## src/design/crx_map.vh

```
/*
 receive buffer logic register map: byte offsets of the words, field positions, reset values.
 assumes a 32-bit classic wishbone slave with word-aligned byte addresses.
*/
`ifndef CRX_MAP_VH
`define CRX_MAP_VH
`define CRX_ADDR_W        8
`define CRX_OFF_CFG       8'h00
`define CRX_OFF_STATUS    8'h04
`define CRX_OFF_B0CTL     8'h08
`define CRX_OFF_B1CTL     8'h0C
`define CRX_OFF_B0ID      8'h10
`define CRX_OFF_B1ID      8'h14
`define CRX_OFF_B0DLO     8'h18
`define CRX_OFF_B0DHI     8'h1C
`define CRX_OFF_B1DLO     8'h20
`define CRX_OFF_B1DHI     8'h24
`define CRX_OFF_FEXT      8'h28
`define CRX_OFF_FASSIGN   8'h2C
`define CRX_OFF_FASSIGN2  8'h30
`define CRX_OFF_TXCFG     8'h34
`define CRX_OFF_EMPTY_RD  32'h0000_0000
// cfg fields
`define CRX_CFG_OPMODE_LO 0
`define CRX_CFG_OPMODE_HI 1
`define CRX_CFG_RIE       2
`define CRX_CFG_ROLL      3
`define CRX_CFG_RXM0_LO   4
`define CRX_CFG_RXM0_HI   5
`define CRX_CFG_RECEIVE_ALL_BIT_LO   6
`define CRX_CFG_RECEIVE_ALL_BIT_HI   7
`define CRX_CFG_MEXT0     8
`define CRX_CFG_MEXT1     9
`define CRX_CFG_MIDE0     10
`define CRX_CFG_MIDE1     11
`define CRX_CFG_RST       32'h0000_0000
// buffer control fields
`define CRX_CTL_FULL      0
`define CRX_CTL_RTR       1
`define CRX_CTL_EXT       2
`define CRX_CTL_HIT_LO    8
`define CRX_CTL_HIT_HI    12
`define CRX_CTL_DLC_LO    16
`define CRX_CTL_DLC_HI    19
`define CRX_NFILT         16
`define CRX_MAXDLC        4'h8
`endif

```

## src/design/crx_rx_buffers.v

```verilog
/*
 can receive buffer management: moves each assembled frame into one of two
 receive buffers, with acceptance, receive modes, priority and rollover.
 assumes the protocol engine presents a finished (or error-cut) frame as a
 one-cycle pulse with identifier, length, data and per-filter match vector.
*/
// Functional notes
// - assembly buffer always takes next frame
// - transfer into buffer sets full flag
// - full buffer is never overwritten
// - receive enable raises interrupt per load
// - record filter hit index per mode
// - control shows remote or data frame
// - store extended flag and identifier bytes
// - store length code and data bytes
// - mode 00 accepts by filters
// - mode 0: 01 standard, 10 extended
// - conflicting filter never accepts
// - modes 1/2: mask type bit restricts
// - receive-all mode ignores filters
// - receive-all copies error-cut frames
// - filters on transmit buffers discard frames
// - buffer 0 two filters, buffer 1 four
// - rollover moves into buffer 1
// - mode 0 one mask per buffer
// - modes 1/2 sixteen assignable filters
// - lowest-numbered accepting buffer wins
`timescale 1ns/1ns
`default_nettype none
`include "crx_map.vh"
module crx_rx_buffers
(
  // clock and reset
  input  wire                   i_clk,
  input  wire                   i_sys_rst,
  // wishbone slave
  input  wire                   i_wb_cyc,
  input  wire                   i_wb_stb,
  input  wire                   i_wb_we,
  input  wire [`CRX_ADDR_W-1:0] i_wb_adr,
  input  wire [3:0]             i_wb_sel,
  input  wire [31:0]            i_wb_dat,
  output reg  [31:0]            o_wb_dat,
  output reg                    o_wb_ack,
  // message assembly buffer from protocol engine
  input  wire                   i_frame_done,
  input  wire                   i_frame_err,
  input  wire                   i_frame_ext,
  input  wire                   i_frame_rtr,
  input  wire [28:0]            i_frame_id,
  input  wire [3:0]             i_frame_dlc,
  input  wire [63:0]            i_frame_data,
  input  wire [15:0]            i_filter_match,
  // status
  output reg                    o_rx_irq,
  output reg                    o_rx_overflow
);

  // --------------------------------------------------------------
  // registers
  // --------------------------------------------------------------
  reg  [31:0] cfg_reg;
  reg  [15:0] fext_reg;       // filter_extended_select per filter
  reg  [15:0] fassign_reg;    // modes 1/2: filter i targets buffer bit i
  reg  [15:0] fassign2_reg;   // modes 1/2: filter i enabled
  reg  [1:0]  txcfg_reg;      // programmable buffer configured for transmit
  reg  [1:0]  full_reg;
  reg  [1:0]  rtr_reg;
  reg  [1:0]  ext_reg;
  reg  [4:0]  hit_reg [0:1];
  reg  [3:0]  dlc_reg [0:1];
  reg  [28:0] id_reg  [0:1];
  reg  [63:0] data_reg[0:1];
  reg         ovf_reg;

  wire [1:0] opmode = cfg_reg[`CRX_CFG_OPMODE_HI:`CRX_CFG_OPMODE_LO];
  wire       mode0  = (opmode == 2'h0);
  wire [1:0] rxm0   = cfg_reg[`CRX_CFG_RXM0_HI:`CRX_CFG_RXM0_LO];
  wire [1:0] receive_all_bit   = cfg_reg[`CRX_CFG_RECEIVE_ALL_BIT_HI:`CRX_CFG_RECEIVE_ALL_BIT_LO];

  // --------------------------------------------------------------
  // acceptance per buffer
  // --------------------------------------------------------------
  reg  [1:0] accept;
  reg  [1:0] all_mode;
  reg  [4:0] hit_idx [0:1];
  reg        discard;
  reg  [1:0] receive_mode_select;
  reg        type_ok;
  integer    b;
  integer    f;
  always @*
  begin
    discard = 1'b0;
    receive_mode_select     = 2'h0;
    type_ok = 1'b0;
    for (b = 0; b < 2; b = b + 1)
    begin
      accept[b]   = 1'b0;
      hit_idx[b]  = 5'h00;
      receive_mode_select         = (b == 0) ? rxm0 : receive_all_bit;
      if (mode0)
        all_mode[b] = (receive_mode_select == 2'h3);
      else
        all_mode[b] = receive_mode_select[1];
      // in modes 1/2 the mask type bit with rxm[0] restricts type
      if (mode0)
        type_ok = (receive_mode_select == 2'h0) || (receive_mode_select == 2'h1 && !i_frame_ext) ||
                  (receive_mode_select == 2'h2 && i_frame_ext);
      else
        type_ok = !receive_mode_select[0] ||
                  (cfg_reg[`CRX_CFG_MIDE0 + b] == i_frame_ext);
      if (all_mode[b])
        accept[b] = !txcfg_reg[b] || mode0;
      else if (type_ok)
      begin
        // scan high to low so the lowest matching filter is recorded
        for (f = `CRX_NFILT - 1; f >= 0; f = f - 1)
        begin
          if (i_filter_match[f] && (fext_reg[f] == i_frame_ext))
          begin
            if (mode0 && ((b == 0 && f < 2) || (b == 1 && f >= 2 && f < 6)))
            begin
              accept[b]  = 1'b1;
              hit_idx[b] = f[4:0];
            end
            else if (!mode0 && fassign2_reg[f] && (fassign_reg[f] == b[0]))
            begin
              if (txcfg_reg[b])
                discard = 1'b1;
              else
              begin
                accept[b]  = 1'b1;
                hit_idx[b] = f[4:0];
              end
            end
          end
        end
      end
    end
  end

  // error-cut frames only count where the buffer runs receive-all
  wire [1:0] acc_ok = i_frame_err ? (accept & all_mode) : accept;
  wire       take   = i_frame_done && !discard;
  reg  [1:0] load;
  reg        ovf_evt;
  always @*
  begin
    load    = 2'b00;
    ovf_evt = 1'b0;
    if (take)
    begin
      if (acc_ok[0] && !full_reg[0])
        load = 2'b01;
      else if (acc_ok[0] && mode0 && cfg_reg[`CRX_CFG_ROLL] && !full_reg[1])
        load = 2'b10;
      else if (acc_ok[1] && !full_reg[1])
        load = 2'b10;
      else if (acc_ok != 2'b00)
        ovf_evt = 1'b1;
    end
  end

  // --------------------------------------------------------------
  // wishbone access
  // --------------------------------------------------------------
  wire       wb_req = i_wb_cyc && i_wb_stb && !o_wb_ack;
  wire       wb_wr  = wb_req && i_wb_we && i_wb_sel[0];
  reg  [31:0] rd_next;

  // --------------------------------------------------------------
  // buffer control words as software sees them
  // --------------------------------------------------------------
  wire [31:0] ctl_word0 = {12'h0, dlc_reg[0], 3'h0, hit_reg[0], 5'h0, ext_reg[0],
                           rtr_reg[0], full_reg[0]};
  wire [31:0] ctl_word1 = {12'h0, dlc_reg[1], 3'h0, hit_reg[1], 5'h0, ext_reg[1],
                           rtr_reg[1], full_reg[1]};

  always @*
  begin
    case (i_wb_adr)
      `CRX_OFF_CFG:      rd_next = cfg_reg;
      `CRX_OFF_STATUS:   rd_next = {29'h0, ovf_reg, full_reg};
      `CRX_OFF_B0CTL:    rd_next = ctl_word0;
      `CRX_OFF_B1CTL:    rd_next = ctl_word1;
      `CRX_OFF_B0ID:     rd_next = {3'h0, id_reg[0]};
      `CRX_OFF_B1ID:     rd_next = {3'h0, id_reg[1]};
      `CRX_OFF_B0DLO:    rd_next = data_reg[0][31:0];
      `CRX_OFF_B0DHI:    rd_next = data_reg[0][63:32];
      `CRX_OFF_B1DLO:    rd_next = data_reg[1][31:0];
      `CRX_OFF_B1DHI:    rd_next = data_reg[1][63:32];
      `CRX_OFF_FEXT:     rd_next = {16'h0, fext_reg};
      `CRX_OFF_FASSIGN:  rd_next = {16'h0, fassign_reg};
      `CRX_OFF_FASSIGN2: rd_next = {16'h0, fassign2_reg};
      `CRX_OFF_TXCFG:    rd_next = {30'h0, txcfg_reg};
      default:           rd_next = `CRX_OFF_EMPTY_RD;
    endcase
  end

  // --------------------------------------------------------------
  // state update
  // --------------------------------------------------------------
  integer k;

  // --------------------------------------------------------------
  // status clear strobes
  // --------------------------------------------------------------
  // write one to clear; an event in the same cycle wins, so a frame that
  // lands while software clears is never lost
  wire       st_wr    = wb_wr && (i_wb_adr == `CRX_OFF_STATUS);
  wire [1:0] full_clr = {2{st_wr}} & i_wb_dat[1:0];
  wire       ovf_clr  = st_wr && i_wb_dat[2];

  // --------------------------------------------------------------
  // capture from the assembly buffer
  // --------------------------------------------------------------
  // standard frames keep only the 11-bit identifier, so bits left over
  // from an earlier extended frame never reach software
  wire [28:0] id_store   = i_frame_ext ? i_frame_id : {18'h0, i_frame_id[10:0]};
  // mode 0 has six filters, so three index bits are enough there
  wire [4:0]  hit_store0 = mode0 ? {2'b00, hit_idx[0][2:0]} : hit_idx[0];
  wire [4:0]  hit_store1 = mode0 ? {2'b00, hit_idx[1][2:0]} : hit_idx[1];

  // --------------------------------------------------------------
  // bus response
  // --------------------------------------------------------------
  // ack follows one cycle after the request and drops again, so a master
  // that holds stb through the ack edge is not answered twice
  always @(posedge i_clk)
  begin
    if (i_sys_rst)
    begin
      o_wb_ack <= 1'b0;
      o_wb_dat <= 32'h0000_0000;
    end
    else
    begin
      o_wb_ack <= wb_req;
      if (wb_req)
        o_wb_dat <= rd_next;
    end
  end

  // --------------------------------------------------------------
  // configuration
  // --------------------------------------------------------------
  always @(posedge i_clk)
  begin
    if (i_sys_rst)
    begin
      cfg_reg      <= `CRX_CFG_RST;
      fext_reg     <= 16'h0000;
      fassign_reg  <= 16'h0000;
      fassign2_reg <= 16'h0000;
      txcfg_reg    <= 2'b00;
    end
    else if (wb_wr)
    begin
      case (i_wb_adr)
        `CRX_OFF_CFG:      cfg_reg      <= {20'h0, i_wb_dat[11:0]};
        `CRX_OFF_FEXT:     fext_reg     <= i_wb_dat[15:0];
        `CRX_OFF_FASSIGN:  fassign_reg  <= i_wb_dat[15:0];
        `CRX_OFF_FASSIGN2: fassign2_reg <= i_wb_dat[15:0];
        `CRX_OFF_TXCFG:    txcfg_reg    <= i_wb_dat[1:0];
        default:           txcfg_reg    <= txcfg_reg;
      endcase
    end
  end

  // --------------------------------------------------------------
  // stored frames
  // --------------------------------------------------------------
  // content stays until the next load into the same buffer; a full buffer
  // is never loaded, which is what locks it against overwrite
  always @(posedge i_clk)
  begin
    if (i_sys_rst)
    begin
      rtr_reg <= 2'b00;
      ext_reg <= 2'b00;
      for (k = 0; k < 2; k = k + 1)
      begin
        hit_reg[k]  <= 5'h00;
        dlc_reg[k]  <= 4'h0;
        id_reg[k]   <= 29'h0;
        data_reg[k] <= 64'h0;
      end
    end
    else
    begin
      for (k = 0; k < 2; k = k + 1)
      begin
        if (load[k])
        begin
          rtr_reg[k]  <= i_frame_rtr;
          ext_reg[k]  <= i_frame_ext;
          id_reg[k]   <= id_store;
          hit_reg[k]  <= (k == 0) ? hit_store0 : hit_store1;
          dlc_reg[k]  <= i_frame_dlc;
          data_reg[k] <= i_frame_data;
        end
      end
    end
  end

  // --------------------------------------------------------------
  // full and overflow flags
  // --------------------------------------------------------------
  always @(posedge i_clk)
  begin
    if (i_sys_rst)
    begin
      full_reg <= 2'b00;
      ovf_reg  <= 1'b0;
    end
    else
    begin
      full_reg <= load | (full_reg & ~full_clr);
      if (ovf_evt)
        ovf_reg <= 1'b1;
      else if (ovf_clr)
        ovf_reg <= 1'b0;
    end
  end

  // --------------------------------------------------------------
  // status outputs
  // --------------------------------------------------------------
  always @(posedge i_clk)
  begin
    if (i_sys_rst)
    begin
      o_rx_irq      <= 1'b0;
      o_rx_overflow <= 1'b0;
    end
    else
    begin
      // one pulse per load; the assembly side never waits on it
      o_rx_irq      <= cfg_reg[`CRX_CFG_RIE] && (load != 2'b00);
      o_rx_overflow <= ovf_evt || (ovf_reg && !ovf_clr);
    end
  end

endmodule
`default_nettype wire

```

## config.mk

```make
export PLATFORM = sky130hd
export DESIGN_NAME = crx_rx_buffers
export DESIGN_NICKNAME = d
export VERILOG_FILES = /design/src/design/crx_rx_buffers.v
export VERILOG_INCLUDE_DIRS = /design/src /design/src/design
export SDC_FILE = /design/constraint.sdc
export NUM_CORES = 1
export LEC_CHECK = 0
export ABC_AREA = 1
export BUFFER_PORTS_ARGS = -buffer_cell sky130_fd_sc_hd__clkbuf_2
export CORE_UTILIZATION = 60
export DETAILED_ROUTE_END_ITERATION = 6
export PLACE_DENSITY = 0.92
export SLEW_MARGIN = 20
export SYNTH_ARGS = -nofsm -noshare
export SYNTH_HDL_FRONTEND = slang
export SYNTH_SLANG_ARGS = --single-unit
```

## constraint.sdc

```tcl
create_clock -name i_clk -period 12.5 [get_ports i_clk]
set_input_delay 0.625 -clock i_clk [delete_from_list [all_inputs] [get_ports i_clk]]
set_output_delay 0.625 -clock i_clk [all_outputs]
set_load 0.01 [all_outputs]
```

# After elaboration in Yosys (flattened, before gate mapping)
# Memories as Yosys holds them, arrays and structs flattened.
# Cells that the tools add are included.
# Widths: inputs -> output; s select.
[word_totals]
mem_bits_rw = 204
reg_bits = 104
in_bits = 166
output_inout_bits = 35
n_memories = 4
[mem_list]
columns = ["name", "words", "width", "read_ports", "rd_ports_with_merged_regs", "write_ports", "line_no", "rtl"]
rows = [
  ["data_reg", 2, 64, 2, 0, 2, "crx_rx_buffers.v:73", "reg [63:0] data_reg[0:1];"],
  ["id_reg", 2, 29, 2, 0, 2, "crx_rx_buffers.v:72", "reg [28:0] id_reg [0:1];"],
  ["hit_reg", 2, 5, 2, 0, 2, "crx_rx_buffers.v:70", "reg [4:0] hit_reg [0:1];"],
  ["dlc_reg", 2, 4, 2, 0, 2, "crx_rx_buffers.v:71", "reg [3:0] dlc_reg [0:1];"],
]
[classes]
mux = 414
eq_ne = 37
n_bitwise = 29
n_reduce_logical = 114
[ops]
columns = ["operator", "count"]
rows = [
  ["$mux 5", 126],
  ["$pmux 32 s14", 1],
  ["$mux 1", 269],
  ["$mux 64", 2],
  ["$mux 29", 3],
  ["$logic_and 1x1->1", 82],
  ["$eq 8x6->1 const B", 6],
  ["$eq 8x5->1 const B", 4],
  ["$mux 4", 8],
  ["$eq 1x1->1", 18],
  ["$eq 8x4->1 const B", 2],
  ["$not 1->1", 16],
  ["$logic_not 1->1", 11],
  ["$mux 2", 5],
  ["$reduce_and 2->1", 5],
  ["$logic_or 1x1->1", 9],
  ["$eq 2x2->1 const B", 4],
  ["$eq 8x3->1 const B", 1],
  ["$logic_not 8->1", 1],
  ["$or 1x1->1", 8],
  ["$and 2x2->2", 3],
  ["$logic_not 2->1", 3],
  ["$reduce_bool 2->1", 3],
  ["$eq 2x1->1 const B", 2],
  ["2 further kinds", 2],
]

# Longest topological paths before layout
# Gate-level depths: netlist of run 1.
[logic_depth]
ltp_word = 134
mapped_depth = 22
ltp_nobuf = 21

# Least setup slack after synthesis of run 1
# OpenSTA, ideal clock, no wires.
[synth_timing]
path_kind = "in2reg"
start = "input port i_frame_ext"
end = "memory data_reg[1][36] (netlist: data_reg[0][100]) (enable)"
path_slack_ns = 7.959
t_arrival_ns = 4.078
stages = 16
n_path_buf = 1
path_cell_list = "inv_2 buf_4 nor2_1 nor2_1 nand2_1 nand2_1 nor2_1 nand2_1 nand2_1 nand2_1 nand2_1 nand2_1 nand2_1 a21oi_2 nand3_4 nand2_1"
[synth_lines]
columns = ["element", "line_no", "rtl"]
rows = [
  ["start, declared", "crx_rx_buffers.v:48", "input wire i_frame_ext,"],
  ["end, declared", "crx_rx_buffers.v:73", ""],
]

==> results of run 1 <==
==> critical path, cell delays in order <==
cell      delay [ns]
clkbuf_2        0.76
inv_2           0.50
nand2_1         0.15
nand2_1         0.06
nor2_1          0.28
inv_1           0.06
o21ai_0         0.31
nor3_1          0.09
nand2_1         0.11
nand2_1         0.08
nand2_1         0.16
nor2_1          0.06
nand2_1         0.09
inv_2           0.05
nand3_4         0.09
nand2_2         0.13
nand2_4         0.45
buf_4           0.69
nor2_1          0.21
==> layout make-up <==
type	instances	area [um^2]	area share, %
Clock buffer	43	863	5.45
Timing Repair Buffer	195	1010	6.38
Tap cell	280	350	2.21
Multi-Input combinational cell	934	4550	28.7
Antenna cell	2	5.00	0.0316
Clock inverter	13	208	1.31
Sequential cell	306	8150	51.4
Inverter	191	717	4.52
==> logic make-up after synthesis <==
group / share of synthesized area (%)
flops: 59.3
buf+inv: 7.87
simple gates: 19.7
xor+xnor: 0.128
compound gates: 13.0
==> report_power, final <==
part           leakage (uW)  switching (uW)  internal (uW)
combinational       0.00314            82.3           33.2
sequential          0.00293            14.3           1120
clock              0.000524             396            585
==> cells in the mapped netlist, types with 2 or more instances <==
master,n
nor4_1,2
nor3_1,23
nor2_1,171
dfxtp_1,104
edfxtp_1,202
buf_2,3
a31o_2,2
buf_4,3
nand4_1,20
nor2_2,33
a22o_1,17
clkbuf_1,53
inv_2,3
o21bai_1,2
a32o_1,3
clkinv_1,2
a21oi_1,117
buf_6,11
o211ai_1,2
o21ai_0,91
nand3_1,85
inv_1,186
o22ai_1,15
o221ai_1,2
nand2_1,291
a221oi_1,40
==> per-layer routing <==
metal / vias up / share of wire, % / track usage (%)
met5: - / 0.031 / 0
met4: 2 / 5.2 / 18.2
met3: 213 / 14 / 9.44
met2: 999 / 46 / 58.9
met1: 5674 / 35 / 43.8
li1: 5403 / - / -
==> metrics by stage <==
step | instances | cell area (um^2) | hold slack, ns | utilization [%] | worst slack (ns)
floorplan | 1502 | 13700 | 0.432 | - | 7.96
global placement | 1906 | 14800 | 0.451 | 66.7 | 7.49
detailed placement | 1906 | 14800 | 0.454 | 66.7 | 7.40
CTS | 1962 | 15900 | 0.328 | 71.5 | 7.93
global route | 1963 | 15900 | 0.384 | 71.5 | 7.57
finish | 1964 | 15900 | 0.342 | 71.5 | 7.71
==> final timing paths <==
path | start | end | slack (ns) | depth (start not counted)
worst min-delay path | i_wb_dat[13] | fassign2_reg[13]$_SDFFE_PP0P_ | 0.34 | 3
worst max-delay path | i_frame_ext | data_reg[0][43]$_DFFE_PP_ | 7.71 | 19
worst min register to register | o_wb_dat[4]$_SDFFE_PP0P_ | o_wb_dat[4]$_SDFFE_PP0P_ | 0.46 | 2
worst max register to register | cfg_reg[0]$_SDFFE_PP0P_ | data_reg[0][43]$_DFFE_PP_ | 7.94 | 18
==> flow_metrics.tcl, run 1 <==
set metrics [dict create \
    ys_async_sr_fraction_pct 0 \
    crit_path_max_fanout 57 \
    gr-usage-all-layers_pct 35.9 \
    violations "DRC" \
    synthFlopType "edfxtp_1" \
    ant_nets 0 \
    status "finished, violations left" \
    vias 12300 \
    core_area_mm2 0.0222 \
    io_pins 201 \
    cts_tree "done" \
    finalSetupViolations 0 \
    synth_top_area_share_pct 44.2 \
    die_h_um 153 \
    avgSynthCellArea_um2 9.15 \
    synthTopCellsByArea "edfxtp_1, dfxtp_1, nand2_1" \
    final_hold_viol_count 0 \
    fin_setup_tns_ns 0 \
    ys_seq_area_share_pct 59.3 \
    powerDensity_mw_per_mm2 141 \
    synth-seq-cells 306 \
    maxSlewViolCount 0 \
    rsz0062_at_grt "false" \
    path_clk_slew_ns 0.07 \
    yosys_warnings 0 \
    rows 54 \
    syn_to_final_growth_pct 15.4 \
    post_cts_buffers 0 \
    cts_sinks 306 \
    power.total_uw 2230 \
    skew_ns 0.0135 \
    mostFrequentLayoutCells "nand2_1, edfxtp_1, inv_1" \
    drt_wl_total_um 42200 \
    numCtsBuffers 30 \
    grt_pass1_vias 11900 \
    drt-pass1-iter-count 7 \
    crit_type "input pin to flip-flop" \
    worstMarginPinSlew_ns 1.06 \
    port_buffers 181 \
    syn_nets 1668 \
    drive_gt1_share_pct 17.8 \
    ctsHtreeMaxLevel 1 \
    clock_path_buffers 3 \
    syn_area_mm2 0.0137 \
    fin_nets 1824 \
    clk_latency_ns 0.57 \
    initial_core_util_pct 62.0 \
    gp_congestion 0.988 \
    maxSlewHeadroom_pct 29.3 \
    grt_antenna_before_repair 3 \
    layout_commonest_cell "nand2_1" \
    arrival_ns 5.04 \
    p_leak_uw 0.00659 \
    drv_cap 0 \
    syn_inst 1502 \
    synth_top_area_cell "edfxtp_1" \
    grt_max_degree 72 \
    grt_pass1_wl_um 64000 \
    ctsResizeCount 0 \
    fillers 1487 \
    drc 5 \
    cp_data_required_time_ns 12.75 \
    largest_reg_flops 128 \
    timing.final.crit_period_ns 4.79 \
    viasPerCell 6.26 \
    hp-class "input pin to flip-flop" \
    irDropWorstVdd_v 0.000115 \
    dp_hpwl_um 26100 \
    postCtsHoldBufs 0 \
    min_period_over_period_pct 38.3 \
    die_x_um 153 \
    critical_path.endpoint_type "flip-flop" \
    max_freq_mhz 209 \
    synth-edff-count 202 \
    grt_overflow 0 \
    wl_per_cell_um 21.5 \
    first_iter_violations 1682 \
    cts_root_buf "clkbuf_16" \
    dieArea_mm2 0.0235 \
    synth_cell_types 45 \
    crit_path_start_kind "input pin" \
]
(Power assumes the default switching activity.)
==> inputs of run 2 (changes only) <==
--- a/config.mk
+++ b/config.mk
@@ -8,9 +8,9 @@
 export LEC_CHECK = 0
 export ABC_AREA = 1
 export BUFFER_PORTS_ARGS = -buffer_cell sky130_fd_sc_hd__clkbuf_2
-export CORE_UTILIZATION = 60
+export CORE_UTILIZATION = 57
 export DETAILED_ROUTE_END_ITERATION = 6
-export PLACE_DENSITY = 0.92
+export PLACE_DENSITY = 0.89
 export SLEW_MARGIN = 20
 export SYNTH_ARGS = -nofsm -noshare
 export SYNTH_HDL_FRONTEND = slang
==> constraint.sdc (replaced) <==
create_clock -name i_clk -period 4.45 [get_ports i_clk]
set_input_delay 0.2225 -clock i_clk [delete_from_list [all_inputs] [get_ports i_clk]]
set_output_delay 0.2225 -clock i_clk [all_outputs]
set_load 0.01 [all_outputs]
==> run 2 against run 1 <==
- sequential power rose to 2.8 times the previous value
- largest cell class unchanged
- final area increased by 3.4%
- via count is 1.4% higher
- highest routed layer is now met4
- wire length grew 3.5%
- the run ends with hold timing left
==> flow_metrics.tcl, run 2 (synthesis gave the netlist of run 1 again) <==
set metrics [dict create \
    status "finished, violations left" \
    violations "hold timing" \
    grt_antenna_before_repair 1 \
    syn_to_final_growth_pct 19.4 \
    rr_startpoint "cfg_reg[1]$_SDFFE_PP0P_" \
    final.setup.worst_slack_ns 0.491 \
    holdPathStages 3 \
    ant_nets 0 \
    crit_type "flip-flop to flip-flop" \
    worstRegToRegCells 17 \
    dp_hpwl_um 27200 \
    pre_cts_slack_ns 0.920 \
    min_period_over_period_pct 89.0 \
    die_x_um 157 \
    vias 12500 \
    finalSetupViolations 0 \
    grt_pass1_wl_um 65600 \
    maxSlewHeadroom_pct 30.8 \
    drv_cap 0 \
    num_antenna_cells 0 \
    ctsResizeCount 0 \
    layout_commonest_cell "nand2_1" \
    initial_core_util_pct 58.3 \
    io_pins 201 \
    die_h_um 157 \
    fin_nets 1880 \
    final_hold_viol_count 2 \
    port_buffers 181 \
    cts_tree "done" \
    grt_pass1_vias 11900 \
    powerDensity_mw_per_mm2 375 \
    power.total_uw 6160 \
    path_cells "inv_1 > nand2_1 > nand3_1 > nor2_1 > nor2_1 > nand2_1 > nand2_1 > nand2_1 > o21bai_1 > nand2_1 > nand3_2 > nor3_4 > inv_2 > nand2_2 > nand2_4 > buf_12 > nor2_1" \
    hp-class "input pin to flip-flop" \
    grt_max_degree 59 \
    cp_data_required_time_ns 4.78 \
    crit_path_top_delay_cell "nand2_1" \
    timing.final.crit_period_ns 3.96 \
    wl_per_cell_um 21.2 \
    r2r-end "data_reg[0][113]$_DFFE_PP_" \
    drt-pass1-iter-count 6 \
    gp_congestion 0.954 \
    crit_path_frequent_cell "nand2_1" \
    path_clk_slew_ns 0.07 \
    arrival_ns 4.29 \
    first_iter_violations 1669 \
    drc 0 \
    drive_gt1_share_pct 17.5 \
    crit_path_max_fanout 44 \
    rows 56 \
    crit_path_start_kind "flip-flop" \
    numCtsBuffers 31 \
    cts_root_buf "clkbuf_16" \
    gr-usage-all-layers_pct 35.4 \
    hold_slack_ns -0.000789 \
    critical_path.endpoint_type "flip-flop" \
    core_area_mm2 0.0235 \
    viasPerCell 6.06 \
    rsz0062_at_grt "false" \
    skew_ns 0.0144 \
    dieArea_mm2 0.0247 \
    clk_latency_ns 0.57 \
    cts_sinks 306 \
    max_freq_mhz 253 \
    largest_reg_flops 128 \
    clock_path_buffers 3 \
    hold_path_end "data_reg[0][40]$_DFFE_PP_" \
    mostFrequentLayoutCells "nand2_1, edfxtp_1, inv_1" \
    grt_overflow 0 \
    p_leak_uw 0.00679 \
    worstMarginPinSlew_ns 1.04 \
    crit_path_max_incr_delay_ns 0.62 \
    fin_setup_tns_ns 0 \
    reg2reg_slack_ns 0.49 \
    hold_path.startpoint "i_frame_data[40]" \
    irDropWorstVdd_v 0.000329 \
    ctsHtreeMaxLevel 1 \
    maxSlewViolCount 0 \
    drt_wl_total_um 43700 \
]
## run 2: cell types whose count changed in the layout (fill, tap and decap cells not counted), moves of 2 or more
cell	change
diode_2	-2
clkbuf_8	-3
clkinvlp_4	+4
clkinv_4	-3
clkinv_1	+5
buf_4	+7
clkinv_2	+3
buf_12	+5
dlygate4sd3_1	+43
bufinv_16	-2
clkbuf_1	+4
clkbuf_4	-2
clkbuf_2	-4
## run 2: critical path: cells and delay by family, from the launching register on
| family | cells | cell delay (ns) |
|---|---|---|
| DFF | 1 | 0.39 |
| buffers and inverters | 3 | 0.44 |
| AOI/OAI and AO/OA | 1 | 0.12 |
| and+or+nand+nor | 13 | 2.76 |
## run 2: final cells by class
cell class	count	area, um^2
fillers	1628	7150
multi-input cells	934	4550
flip-flops and latches	306	8150
inverters	191	717
well taps	319	399
clock inverters	20	185
clock buffers	38	802
repair buffers	250	1590
## run 2: worst max path at each step
stage                     slack [ns]               startpoint                          to  depth (start not counted)
after floorplan                 0.20  cfg_reg[0]$_SDFFE_PP0P_  data_reg[0][100]$_DFFE_PP_                         14
after CTS                       0.85  cfg_reg[1]$_SDFFE_PP0P_   data_reg[0][79]$_DFFE_PP_                         17
final                           0.49  cfg_reg[1]$_SDFFE_PP0P_  data_reg[0][113]$_DFFE_PP_                         17
after detailed placement        0.92  cfg_reg[1]$_SDFFE_PP0P_  data_reg[0][115]$_DFFE_PP_                         17
after global placement          0.97  cfg_reg[0]$_SDFFE_PP0P_     id_reg[0][51]$_DFFE_PP_                         17
after global routing            0.37  cfg_reg[0]$_SDFFE_PP0P_  data_reg[0][113]$_DFFE_PP_                         17
## run 2: report_power, final
part | internal (uW) | switching, uW | leakage, uW
registers | 3150 | 41.3 | 0.00293
clock network | 1450 | 1140 | 0.000461
logic | 127 | 244 | 0.00340
## run 2: layer usage
metal / track usage (%) / part of all wire [%]
met5: 0 / 0
met3: 7.13 / 12
met2: 57.4 / 47
met4: 17.4 / 5.0
met1: 45.4 / 36
## run 2: per-stage QoR
step	utilization [%]	instances	instance area [um^2]
2_1_floorplan	-	1502	13700
3_3_place_gp	63.6	1957	15000
3_5_place_dp	63.6	1957	15000
4_1_cts	69.6	2058	16400
5_1_grt	69.6	2058	16400
6_report	69.6	2058	16400
## run 2: what timing repair did
action                                 CTS  global route
setup buffers                            0             0
hold buffers                            43             0
endpoints found under the hold margin   81             0
